--- src/include/smsf_pkg.sv ---
package smsf_pkg;

  // register byte offsets
  localparam logic [7:0] SMSF_OFF_WINDOW   = 8'h00;
  localparam logic [7:0] SMSF_OFF_COUNT    = 8'h04;
  localparam logic [7:0] SMSF_OFF_STATUS   = 8'h08;
  localparam logic [7:0] SMSF_OFF_MASK     = 8'h0C;
  localparam logic [7:0] SMSF_OFF_CTRL     = 8'h10;
  localparam logic [7:0] SMSF_OFF_THERM    = 8'h14;
  localparam logic [7:0] SMSF_OFF_FOLLOW   = 8'h18;
  localparam logic [7:0] SMSF_OFF_FUNC     = 8'h1C;
  localparam logic [7:0] SMSF_OFF_LOWLIM   = 8'h20;
  localparam logic [7:0] SMSF_OFF_UPLIM    = 8'h24;

  // reset values
  localparam logic [31:0] SMSF_RST_WINDOW  = 32'h0000_0064;
  localparam logic [31:0] SMSF_RST_COUNT   = 32'h0000_0003;
  localparam logic [31:0] SMSF_RST_STATUS  = 32'h0000_0000;
  localparam logic [31:0] SMSF_RST_ZERO    = 32'h0000_0000;

  // status word bit positions
  localparam int SMSF_B_THERM   = 0;
  localparam int SMSF_B_FOLLOW  = 1;
  localparam int SMSF_B_FUNC    = 2;
  localparam int SMSF_B_BRAKE   = 3;
  localparam int SMSF_B_INPOS   = 4;
  localparam int SMSF_B_SPDUP   = 5;
  localparam int SMSF_B_SLOW    = 6;
  localparam int SMSF_B_LIMIT   = 7;
  localparam int SMSF_B_OVRD    = 14;

  // sticky, write-one-to-clear bits of the status word
  localparam logic [31:0] SMSF_STICKY_MASK = 32'h0000_008F;
  // bits that follow the latest sample
  localparam logic [31:0] SMSF_LIVE_MASK   = 32'h0000_0070;

  // control register: operating mode field
  localparam int SMSF_CTRL_MODE_LSB = 0;
  localparam int SMSF_CTRL_MODE_W   = 2;
  localparam logic [1:0] SMSF_MODE_POS = 2'h0;
  localparam logic [1:0] SMSF_MODE_VEL = 2'h1;
  localparam logic [1:0] SMSF_MODE_TRQ = 2'h2;

endpackage

--- src/design/smsf_settle.sv ---
`timescale 1ns/1ps
module smsf_settle
  import smsf_pkg::*;
#(
  parameter int CNT_W = 32
) (
  // clock and control
  input  wire logic        clk_i,
  input  wire logic        rst_i,
  input  wire logic        ce_i,
  input  wire logic        tick_i,
  // sample condition and target count
  input  wire logic        hit_i,
  input  wire logic [31:0] target_i,
  // result
  output logic             settled_o
);

  // the run counter must fit beside the 32-bit target count
  if (CNT_W < 2 || CNT_W > 32) begin : g_bad_cnt_w
    $error("smsf_settle: CNT_W must be 2..32");
  end

  logic [CNT_W-1:0] run_q;
  logic [CNT_W-1:0] run_d;
  logic [31:0]      run_ext;
  logic             settled_d;
  wire              at_max = &run_q;

  // saturate so a long stay in the window never wraps back to zero
  assign run_d = !hit_i ? '0 : at_max ? run_q : run_q + 1'b1;
  assign run_ext = 32'(run_d);
  assign settled_d = hit_i && (run_ext >= target_i);

  always_ff @(posedge clk_i) begin
    if (rst_i) begin
      run_q     <= '0;
      settled_o <= 1'b0;
    end else if (ce_i && tick_i) begin
      run_q     <= run_d;
      settled_o <= settled_d;
    end
  end
endmodule

--- src/design/smsf_top.sv ---
`timescale 1ns/1ps
// Function
// - in position modes a sample is in window when |actual-target| < window.
// - in-position is set only after that many consecutive in-window samples.
// - in velocity modes the same status means at-velocity, same counting.
// - the in-position or at-velocity result is bit 4 of the status word.
// - bit 0 is set when motor thermal load exceeds its programmed limit.
// - bit 1 is set when follow deviation exceeds a nonzero maximum.
// - bit 2 is set when function deviation exceeds a nonzero maximum.
// - bit 3 is set when the brake resistor overload is reported.
// - bit 5 is set when the signed velocity falls from one sample to the next.
// - the speeding-up flag follows the signed compare for negative velocity.
// - bit 6 is set on a signed velocity rise; bits 5 and 6 are both clear when it is unchanged.
// - bit 7 is set when actual position passes a nonzero low or high soft limit.
// - past a nonzero upper soft limit the motor is stopped and made passive.
// - bit 14 keeps the motor active past a limit and self-clears inside.
module smsf_top
  import smsf_pkg::*;
#(
  parameter int CNT_W = 32
) (
  // clock, reset, enable
  input  wire logic        clk_i,
  input  wire logic        rst_i,
  input  wire logic        ce_i,
  // control loop sample tick
  input  wire logic        sample_tick_i,
  // quantities from the control loop
  input  wire logic [31:0] actual_position_i,
  input  wire logic [31:0] target_position_i,
  input  wire logic [31:0] measured_velocity_i,
  input  wire logic [31:0] target_velocity_i,
  input  wire logic [31:0] motor_thermal_load_i,
  input  wire logic [31:0] follow_deviation_i,
  input  wire logic [31:0] function_deviation_i,
  input  wire logic        brake_resistor_overload_i,
  // apb slave
  input  wire logic        psel_i,
  input  wire logic        penable_i,
  input  wire logic        pwrite_i,
  input  wire logic [7:0]  paddr_i,
  input  wire logic [31:0] pwdata_i,
  output logic [31:0]      prdata_o,
  output logic             pready_o,
  output logic             pslverr_o,
  // drive outputs
  output logic             motor_passive_o,
  output logic             irq_o
);

  // the run counter must fit beside the 32-bit count register
  if (CNT_W < 2 || CNT_W > 32) begin : g_bad_cnt_w
    $error("smsf_top: CNT_W must be 2..32");
  end

  function automatic logic [32:0] abs_diff(input logic [31:0] a,
                                           input logic [31:0] b);
    logic signed [32:0] d;
    d = $signed({a[31], a}) - $signed({b[31], b});
    abs_diff = d[32] ? 33'(-d) : 33'(d);
  endfunction

  function automatic logic reg_at(input logic [7:0] a,
                                  input logic [7:0] off);
    reg_at = (a == off);
  endfunction

  // registers
  logic [31:0] target_window_q;
  logic [31:0] target_sample_count_q;
  logic [31:0] status_q;
  logic [31:0] mask_q;
  logic [31:0] ctrl_q;
  logic [31:0] thermal_load_limit_q;
  logic [31:0] follow_deviation_max_q;
  logic [31:0] function_deviation_max_q;
  logic [31:0] lower_soft_limit_q;
  logic [31:0] upper_soft_limit_q;
  logic [31:0] prev_velocity_q;
  logic        settled;

  // apb decode
  wire         setup    = psel_i && !penable_i;
  wire         apb_wr   = psel_i && penable_i && pready_o && pwrite_i;
  wire         hit_win  = reg_at(paddr_i, SMSF_OFF_WINDOW);
  wire         hit_cnt  = reg_at(paddr_i, SMSF_OFF_COUNT);
  wire         hit_stat = reg_at(paddr_i, SMSF_OFF_STATUS);
  wire         hit_mask = reg_at(paddr_i, SMSF_OFF_MASK);
  wire         hit_ctrl = reg_at(paddr_i, SMSF_OFF_CTRL);
  wire         hit_thrm = reg_at(paddr_i, SMSF_OFF_THERM);
  wire         hit_flw  = reg_at(paddr_i, SMSF_OFF_FOLLOW);
  wire         hit_fnc  = reg_at(paddr_i, SMSF_OFF_FUNC);
  wire         hit_llim = reg_at(paddr_i, SMSF_OFF_LOWLIM);
  wire         hit_ulim = reg_at(paddr_i, SMSF_OFF_UPLIM);
  wire         mapped   = hit_win | hit_cnt | hit_stat | hit_mask | hit_ctrl
                        | hit_thrm | hit_flw | hit_fnc | hit_llim | hit_ulim;
  wire         wr_stat  = apb_wr && hit_stat;
  wire [31:0]  rd_mux   =
      hit_win  ? target_window_q          :
      hit_cnt  ? target_sample_count_q    :
      hit_stat ? status_q                 :
      hit_mask ? mask_q                   :
      hit_ctrl ? ctrl_q                   :
      hit_thrm ? thermal_load_limit_q     :
      hit_flw  ? follow_deviation_max_q   :
      hit_fnc  ? function_deviation_max_q :
      hit_llim ? lower_soft_limit_q       :
      hit_ulim ? upper_soft_limit_q       : 32'h0000_0000;

  // operating mode
  wire [1:0]   mode     = ctrl_q[SMSF_CTRL_MODE_LSB +: SMSF_CTRL_MODE_W];
  wire         mode_vel = (mode == SMSF_MODE_VEL);
  wire         mode_pos = (mode == SMSF_MODE_POS);
  wire         tick     = ce_i && sample_tick_i;

  // window test; torque and unused codes never count as in window
  wire [32:0]  pos_err  = abs_diff(actual_position_i, target_position_i);
  wire [32:0]  vel_err  = abs_diff(measured_velocity_i, target_velocity_i);
  wire [32:0]  win_ext  = {1'b0, target_window_q};
  wire         pos_hit  = mode_pos && (pos_err < win_ext);
  wire         vel_hit  = mode_vel && (vel_err < win_ext);
  wire         in_win   = pos_hit || vel_hit;

  // fault conditions
  wire thermal_load_fault = motor_thermal_load_i > thermal_load_limit_q;
  wire follow_fault = (follow_deviation_max_q != 32'h0000_0000)
                   && (follow_deviation_i > follow_deviation_max_q);
  wire function_fault = (function_deviation_max_q != 32'h0000_0000)
                   && (function_deviation_i > function_deviation_max_q);
  // signed compare keeps the legacy meaning for negative velocity
  wire speeding_up_flag = $signed(measured_velocity_i)
                        < $signed(prev_velocity_q);
  wire slowing_down_flag = $signed(measured_velocity_i)
                         > $signed(prev_velocity_q);
  wire over_upper = (upper_soft_limit_q != 32'h0000_0000)
      && ($signed(actual_position_i) > $signed(upper_soft_limit_q));
  wire under_lower = (lower_soft_limit_q != 32'h0000_0000)
      && ($signed(actual_position_i) < $signed(lower_soft_limit_q));
  wire soft_limit_fault = over_upper || under_lower;
  wire soft_limit_override = status_q[SMSF_B_OVRD];

  // status word next value
  logic [31:0] ev_set;
  logic [31:0] live_new;
  always_comb begin
    ev_set = 32'h0000_0000;
    ev_set[SMSF_B_THERM]  = thermal_load_fault;
    ev_set[SMSF_B_FOLLOW] = follow_fault;
    ev_set[SMSF_B_FUNC]   = function_fault;
    ev_set[SMSF_B_BRAKE]  = brake_resistor_overload_i;
    ev_set[SMSF_B_LIMIT]  = soft_limit_fault;
    live_new = 32'h0000_0000;
    live_new[SMSF_B_INPOS] = settled;
    live_new[SMSF_B_SPDUP] = speeding_up_flag;
    live_new[SMSF_B_SLOW]  = slowing_down_flag;
  end

  wire [31:0] w1c      = wr_stat ? (pwdata_i & SMSF_STICKY_MASK)
                                 : 32'h0000_0000;
  // a fault seen in the cycle of its clear stays set
  wire [31:0] sticky_d = ((status_q & ~w1c) | (tick ? ev_set
                        : 32'h0000_0000)) & SMSF_STICKY_MASK;
  wire [31:0] live_d   = (tick ? live_new : status_q) & SMSF_LIVE_MASK;
  // software setting the override wins over the self-clear
  wire        ovrd_d   = wr_stat ? pwdata_i[SMSF_B_OVRD]
                       : (tick && !soft_limit_fault) ? 1'b0
                       : soft_limit_override;
  wire [31:0] status_d = sticky_d | live_d
                       | (32'(ovrd_d) << SMSF_B_OVRD);
  wire        passive_d = tick ? (soft_limit_fault && !soft_limit_override)
                               : motor_passive_o;

  smsf_settle #(
    .CNT_W (CNT_W)
  ) u_settle (
    .clk_i     (clk_i),
    .rst_i     (rst_i),
    .ce_i      (ce_i),
    .tick_i    (sample_tick_i),
    .hit_i     (in_win),
    .target_i  (target_sample_count_q),
    .settled_o (settled)
  );

  // configuration registers
  always_ff @(posedge clk_i) begin
    if (rst_i) begin
      target_window_q          <= SMSF_RST_WINDOW;
      target_sample_count_q    <= SMSF_RST_COUNT;
      mask_q                   <= SMSF_RST_ZERO;
      ctrl_q                   <= SMSF_RST_ZERO;
      thermal_load_limit_q     <= SMSF_RST_ZERO;
      follow_deviation_max_q   <= SMSF_RST_ZERO;
      function_deviation_max_q <= SMSF_RST_ZERO;
      lower_soft_limit_q       <= SMSF_RST_ZERO;
      upper_soft_limit_q       <= SMSF_RST_ZERO;
    end else if (ce_i && apb_wr) begin
      if (hit_win)  target_window_q          <= pwdata_i;
      if (hit_cnt)  target_sample_count_q    <= pwdata_i;
      if (hit_mask) mask_q                   <= pwdata_i;
      if (hit_ctrl) ctrl_q                   <= pwdata_i & 32'h0000_0003;
      if (hit_thrm) thermal_load_limit_q     <= pwdata_i;
      if (hit_flw)  follow_deviation_max_q   <= pwdata_i;
      if (hit_fnc)  function_deviation_max_q <= pwdata_i;
      if (hit_llim) lower_soft_limit_q       <= pwdata_i;
      if (hit_ulim) upper_soft_limit_q       <= pwdata_i;
    end
  end

  // status, sample history and outputs
  always_ff @(posedge clk_i) begin
    if (rst_i) begin
      status_q        <= SMSF_RST_STATUS;
      prev_velocity_q <= SMSF_RST_ZERO;
      motor_passive_o <= 1'b0;
      irq_o           <= 1'b0;
    end else if (ce_i) begin
      status_q        <= status_d;
      if (sample_tick_i) prev_velocity_q <= measured_velocity_i;
      motor_passive_o <= passive_d;
      irq_o           <= |(status_q & mask_q);
    end
  end

  // no wait state: data captured in setup, answer in first access cycle
  always_ff @(posedge clk_i) begin
    if (rst_i) begin
      prdata_o  <= 32'h0000_0000;
      pready_o  <= 1'b0;
      pslverr_o <= 1'b0;
    end else if (ce_i) begin
      pready_o  <= setup;
      pslverr_o <= setup && !mapped;
      if (setup) prdata_o <= pwrite_i ? 32'h0000_0000 : rd_mux;
    end
  end
endmodule

--- config.mk ---
export PLATFORM = sky130hd
export DESIGN_NAME = smsf_top
export DESIGN_NICKNAME = d
export VERILOG_FILES = /design/src/include/smsf_pkg.sv /design/src/design/smsf_settle.sv /design/src/design/smsf_top.sv
export SDC_FILE = /design/constraint.sdc
export NUM_CORES = 2
export LEC_CHECK = 0
export BUFFER_PORTS_ARGS = -buffer_cell sky130_fd_sc_hd__buf_2
export CORE_UTILIZATION = 35
export CTS_CLUSTER_DIAMETER = 40
export DETAILED_ROUTE_END_ITERATION = 10
export RECOVER_POWER = 50
export SKIP_CTS_REPAIR_TIMING = 1
export SYNTH_ARGS = -nofsm -noshare
export SYNTH_HDL_FRONTEND = slang
export SYNTH_SLANG_ARGS = --single-unit
--- constraint.sdc ---
create_clock -name clk_i -period 7.9 [get_ports clk_i]
set_input_delay 0.79 -clock clk_i [delete_from_list [all_inputs] [get_ports clk_i]]
set_output_delay 0.79 -clock clk_i [all_outputs]
set_load 0.02 [all_outputs]
; Yosys cells after proc, flatten, opt, wreduce, memory -nomap -nowiden
; Cells that the tools add are included.
[totals]
regBits = 374
latchBits = 0
mem_bits_rw = 0
rom_bits = 0
word_cells = 121
n_memories = 0
[classes]
addsub = 5
mul = 0
div = 0
magnitude_cmp = 10
eq_ne = 10
shifts = 0
muxes = 20
bitwise = 15
n_reduce_logical = 43
[op_table]
columns = cell, n
row1 = $mux 32, 13
row2 = $gt 32x32->1, 5
row3 = $reduce_bool 32->1, 4
row4 = $lt 33x32->1, 2
row5 = $mux 33, 2
row6 = $neg 33->33, 2
row7 = $sub 32x32->33, 2
row8 = $lt 32x32->1, 2
row9 = $add 32x1->32 const B, 1
row10 = $and 15x32->32, 1
row11 = $eq 8x5->1 const B, 4
row12 = $ge 32x32->1, 1
row13 = $reduce_and 32->1, 1
row14 = $reduce_or 32->1, 1
row15 = $reduce_and 2->1, 12
row16 = $logic_and 1x1->1, 17
row17 = $eq 8x4->1 const B, 2
row18 = $eq 8x6->1 const B, 2
row19 = $mux 8, 2
row20 = $or 8x15->15, 1
row21 = $or 1x1->1, 9
row22 = $and 8x8->8, 1
row23 = $eq 8x3->1 const B, 1
row24 = $logic_not 8->1, 1
row25 = other kinds (9), 14

; Logic depth before layout (Yosys ltp)
[depth]
word_depth = 12
ltp_mapped = 39
mapped_depth_nobuf = 37

; By module
; Synthesis repeated with hierarchy kept, for this count alone.
[hier_totals]
hier_cells = 3855
area_unflattened_um2 = 28163.3
[modules_own_cells]
columns = mod, n_inst, cells_each, area_each_um2, seq_area_each_um2
row1 = smsf_top, 1, 3426, 25005.2, 6706.4
row2 = smsf_settle, 1, 429, 3158.0, 660.6

; Worst setup path before layout
; OpenSTA, ideal clock, no wires.
[synth_timing]
path_kind = input to register
start = input target_velocity_i[5]
end = register u_settle.settled_o
setup_time_ps = 123
t_arrival_ps = 7684
t_required_ps = 7777
path_slack_ps = 93
stages = 36
path_cell_list = inv_1 > ha_1 > clkbuf_1 > o211ai_1 > a21boi_0 > o211ai_1 > a221oi_1 > nor2_1 > xnor2_1 > or3b_2 > or3_1 > or2_2 > o21ai_0 > xor2_1 > ha_1 > a21o_1 > a211oi_1 > nor2_1 > a2111oi_0 > o31ai_1 > a41oi_1 > clkbuf_1 > buf_4 > o22ai_1 > ha_1 > nand2b_1 > a21o_1 > a21oi_1 > nor2b_1 > o21ai_0 > nand2b_1 > a21oi_1 > o21ai_0 > a311oi_1 > o31a_1 > o31ai_1
[synth_via]
elab_chain_cells = 9
[synth_rtl]
columns = item, line
row1 = from (decl), smsf_top.sv:32  ; input wire logic [31:0] target_velocity_i,
row2 = $sub 32x32->33 *, smsf_top.sv:59  ; d = $signed({a[31], a}) - $signed({b[31], b});
row3 = $neg 33->33, smsf_top.sv:60  ; abs_diff = d[32] ? 33'(-d) : 33'(d);
row4 = $mux 33 *, smsf_top.sv:60
row5 = $lt 33x32->1 *, smsf_top.sv:121  ; wire vel_hit = mode_vel && (vel_err < win_ext);
row6 = $logic_and 1x1->1 *, smsf_top.sv:121
row7 = $logic_or 1x1->1 *, smsf_top.sv:122  ; wire in_win = pos_hit || vel_hit;
row8 = $mux 32, smsf_settle.sv:31  ; assign run_d = !hit_i ? '0 : at_max ? run_q : run_q + 1'b1;
row9 = $ge 32x32->1, smsf_settle.sv:33  ; assign settled_d = hit_i && (run_ext >= target_i);
row10 = $logic_and 1x1->1 *, smsf_settle.sv:33
row11 = to (signal assigned), smsf_settle.sv:41  ; settled_o <= settled_d;
row12 = to (decl), smsf_settle.sv:16  ; output logic settled_o
; Every way passes the cells marked *; elsewhere a longest branch is shown, timed or not.
; A chain may end at the register's enable or synchronous reset.

; Final worst setup path
[layout_timing]
start = input measured_velocity_i[0]
end = register u_settle.settled_o
[layout_via]
elab_chain_cells = 9
[layout_rtl]
columns = item, line
row1 = from (decl), smsf_top.sv:31  ; input wire logic [31:0] measured_velocity_i,
row2 = $sub 32x32->33 *, smsf_top.sv:59
row3 = $neg 33->33, smsf_top.sv:60
row4 = $mux 33 *, smsf_top.sv:60
row5 = $lt 33x32->1 *, smsf_top.sv:121
row6 = $logic_and 1x1->1 *, smsf_top.sv:121
row7 = $logic_or 1x1->1 *, smsf_top.sv:122
row8 = $mux 32 *, smsf_settle.sv:31
row9 = via u_settle.run_d[17], smsf_settle.sv:25  ; logic [CNT_W-1:0] run_d;
row10 = $ge 32x32->1 *, smsf_settle.sv:33
row11 = $logic_and 1x1->1 *, smsf_settle.sv:33
; The timed path passes the listed nets; every way through them passes the cells marked *.

==> results.md <==
* Pre-antenna DRT Iters at 11
* Crit path largest cell delay at roughly 0.48 ns
* Initial DRC Count at approximately 3,200
* Setup crit start kind: primary input
* ANT nets after route at 0
* Most instantiated flip-flop cell in the synthesis netlist: sky130_fd_sc_hd__dfxtp_1
* Max-slew headroom at -1.06
* CP top delay family: compound AO/OA/AOI/OAI gates
* Clock latency of the later-clocked register in the worst-skew pair at 0.62 ns
* Run status: finished, violations left
* Routability cong. at 0.989
* Die span in y at about 290 um
* Number of levels the H-tree was split into at 3
* Average wire length per cell after detail routing at 21.2 um
* TritonCTS clock tree: yes
* Part of the power in the clock network at 0.462
* Worst hold path stage count at 3
* Number of remaining DRC errors at 38
* Final min period at 7.38 ns
* Cell type of the slowest stage on the worst timing path: sky130_fd_sc_hd__or3b_2
* R2r startpoint: target_window_q[1]
* Synth Net Count at 4,574
* Number of unique standard cell types used by synthesis at 89
* Port-buffer cells at slightly above 300
* Pins over their slew limit at 259
* Worst slack at placement at -0.0742 ns
* Final clock period utilization by the worst path at 0.935
* Wire length after detailed routing at 112 mm
* Internal Dissipation at 4300 uW
* Type of destination of the critical path: flip-flop
* Cells on worst reg2reg path at 25
* Endpoint of the lowest-slack register-to-register path: u_settle.settled_o
* Placed cell area at 31,300 sq um
* Fillers at approximately 8,400
* Setup repair after global routing missed its margin: false
* DR vias/cell at 5.63
* Number of antenna violations at the first check in global routing at 7
* Power density of the placed cells at 187 nW/um^2
* Gr ovfl total at 0
* Setup slack of the most critical reg-to-reg path at 3.39 ns
* Initial cell density of the core at 0.355
* I/O Pins at 308
* Vias in the first global route at around 28,000
* Max-capacitance violation count at 8
* Worst Tran Pin Value at 3.09 ns
* Total non-filler cell area in the finished layout at 33,500 sq um
* Yosys top cell by area: sky130_fd_sc_hd__dfxtp_1
* Sinks on Clock Net at 368
* Inserted Clock Buffers at 67
* Biggest area contributors in the synthesized netlist: sky130_fd_sc_hd__dfxtp_1, sky130_fd_sc_hd__ha_1, sky130_fd_sc_hd__nand2_1
* Netlist Area Pre-Place at 28,600 sq um
* Pin count of the biggest net entering global routing at 134
* Final Skew at 0.0420 ns
* Worst endpoint data arrival time at 7.86 ns
* Count of final hold-check violations at 0
* CTS Root Buffer Type: sky130_fd_sc_hd__clkbuf_16
* Violations in the final reports: DRC, capacitance limit, slew limit
* Setup ws final at 0.515 ns
* Total die area at just over 80,000 sq um
* Sequential cell fraction of total power at 0.299
* Proportion of total power due to net switching at 0.316
* Critical path fanouts, max at 23
* LEAKAGE at between 0.01 and 0.015 uW
* Number of enable-type register cells in the synthesized netlist at 0
* Share of final-layout standard cells stronger than drive strength 1 at 0.121
* Accumulated negative setup slack at 0 ns
* Wire length of the first global-routing pass at 167 mm
* Asr flop ratio synth at 0
* Proportion of synthesized chip area in sequential cells at 0.258
* Dpl hpwl at ~86 mm
* Avg Synthesized Cell Area at approximately 7.2 sq um
* Warnings, synthesis at 0
* HP Class: in -> reg
* Power dissipated by switching net loads at 1990 uW
* Overall global routing resource usage at 0.262
* Synthesis-to-layout area growth at 17.2%
* Layout Nets at 4,810
* Area share of the largest cell type after synthesis at 0.258
* Number of vias after detailed routing at approximately 30,000
* Number of register bits inferred by synthesis at between 300 and 400
* Cell Rows at between 100 and 150
* End point of the most critical hold path: prev_velocity_q[0]
* Worst hold path startpoint: measured_velocity_i[0]
* Area of the core at just over 80,000 sq um
* Clock slew at the register clock pins of the worst setup and hold paths at roughly 0.050 ns
* Total setup violations reported at the end of the flow at 0
* Setup Crit Path Kind: in -> reg
* Die X-Extent at 288 um
* Required time of the critical path at about 8.4 ns
* Maximum frequency from static timing analysis at 0.135 GHz
* Max IR drop VDD at 0.145 mV
* Post-Syn Instances at 3,948
* Buffers & Inverters on Critical Path at 3
* Combinational cell fraction of total power at 0.239
* Max clock buf depth at 3
state kept, by name, indices dropped and copies added (netlist names), named ones only:
signal	cells
prev_velocity_q	32
irq_o	1
function_deviation_max_q	32
ctrl_q	2
u_settle.run_q	32
pready_o	1
status_q	6
target_window_q	32
follow_deviation_max_q	32
lower_soft_limit_q	32
upper_soft_limit_q	32
prdata_o	32
thermal_load_limit_q	32
pslverr_o	1
mask_q	32
motor_passive_o	1
target_sample_count_q	32
u_settle.settled_o	1
layer usage:
layer	up-vias	global-route usage	wire, um
met4	0	0.0967	3950
met2	1184	0.431	51400
li1	14300	-	-
met5	-	0	0
met3	200	0.0506	9560
met1	14100	0.339	47300
cell type report:
| type | instances | area, sq um | share of cell area |
|---|---|---|---|
| multi-input cells | 3010 | 19100 | 0.570 |
| flip-flops and latches | 368 | 7370 | 0.220 |
| repair buffers | 401 | 2210 | 0.0658 |
| clock buffers | 79 | 1780 | 0.0532 |
| well taps | 1060 | 1330 | 0.0396 |
| inverters | 336 | 1260 | 0.0376 |
| clock inverters | 37 | 459 | 0.0137 |
| diodes | 3 | 7.51 | 0.000224 |
tightest hold or removal path, delay by kind of cell:
family / cells / cell delay [ns]
simple gates: 1 / 0.05
compound gates: 1 / 0.05
buf+inv: 1 / 0.10
cell families (layout without fill, tap and decap cells):
| family | count (synthesis) | in the layout | synth area share |
|---|---|---|---|
| flops | 368 | 368 | 0.258 |
| compound gates | 1085 | 1085 | 0.236 |
| xor+xnor | 119 | 119 | 0.0364 |
| mux | 40 | 40 | 0.0141 |
| buf+inv | 570 | 853 | 0.0769 |
| simple gates | 1412 | 1412 | 0.224 |
| other cells | 0 | 3 | 0 |
| fa+ha+maj | 354 | 354 | 0.155 |
Yosys cell counts, types with 31 or more instances:
master	count
sky130_fd_sc_hd__clkbuf_1	192
sky130_fd_sc_hd__nor4_1	53
sky130_fd_sc_hd__a221oi_1	38
sky130_fd_sc_hd__mux2i_1	38
sky130_fd_sc_hd__a21oi_1	503
sky130_fd_sc_hd__a21o_1	89
sky130_fd_sc_hd__nor3_1	62
sky130_fd_sc_hd__nand4_1	85
sky130_fd_sc_hd__xor2_1	53
sky130_fd_sc_hd__inv_1	336
sky130_fd_sc_hd__and2_1	36
sky130_fd_sc_hd__o22ai_1	33
sky130_fd_sc_hd__xnor2_1	66
sky130_fd_sc_hd__nand3_1	52
sky130_fd_sc_hd__nor2b_1	40
sky130_fd_sc_hd__nand2b_1	31
sky130_fd_sc_hd__dfxtp_1	368
sky130_fd_sc_hd__nor2_1	211
sky130_fd_sc_hd__o211ai_1	31
sky130_fd_sc_hd__o21ai_0	150
sky130_fd_sc_hd__nand2_1	755
sky130_fd_sc_hd__ha_1	352
stage by stage:
stage	util	hold WS, ns	total power [uW]	instances
finish	0.416	0.435	6280	5294
global route	0.416	0.436	6550	5294
CTS	0.416	0.409	6280	5291
detailed placement	0.389	0.443	3380	5175
global placement	0.389	0.434	3370	5175
floorplan	-	0.432	2870	3948
cell usage in the layout, fill, tap and decap left out, drive strengths merged, types with 11 or more instances in the layout:
cell / count
mux2i: 38
a21oi: 505
o21ai: 155
a31oi: 22
a222oi: 25
ha: 352
clkbuf: 126
o2111ai: 12
o22a: 11
nor2: 212
o31ai: 13
xnor2: 66
nand3: 52
clkinv: 18
o211ai: 32
o22ai: 34
and3: 21
a211oi: 22
and2: 36
nor3: 62
dfxtp: 368
nor4: 54
or2: 14
a2111oi: 27
a21o: 89
buf: 354
nand2b: 31
nand4: 85
a221oi: 38
xor2: 53
o21a: 29
nand2: 755
or3: 12
nor2b: 40
inv: 344
power groups by stage:
stage          sequential (uW)  clock (uW)  combinational [uW]
6_report                  1880        2900                1500
5_1_grt                   1880        3020                1660
4_1_cts                   1880        2930                1480
3_5_place_dp              1910           0                1460
3_3_place_gp              1910           0                1460
2_1_floorplan             1910           0                 962
worst max-delay path by stage:
stage,cells after the start,start,endpoint
floorplan,36,target_velocity_i[5],u_settle.settled_o
global placement,37,actual_position_i[0],u_settle.settled_o
detailed placement,37,actual_position_i[0],u_settle.settled_o
CTS,37,actual_position_i[0],u_settle.settled_o
global route,37,actual_position_i[0],u_settle.settled_o
finish,36,measured_velocity_i[0],u_settle.settled_o
(Power assumes the default switching activity.)
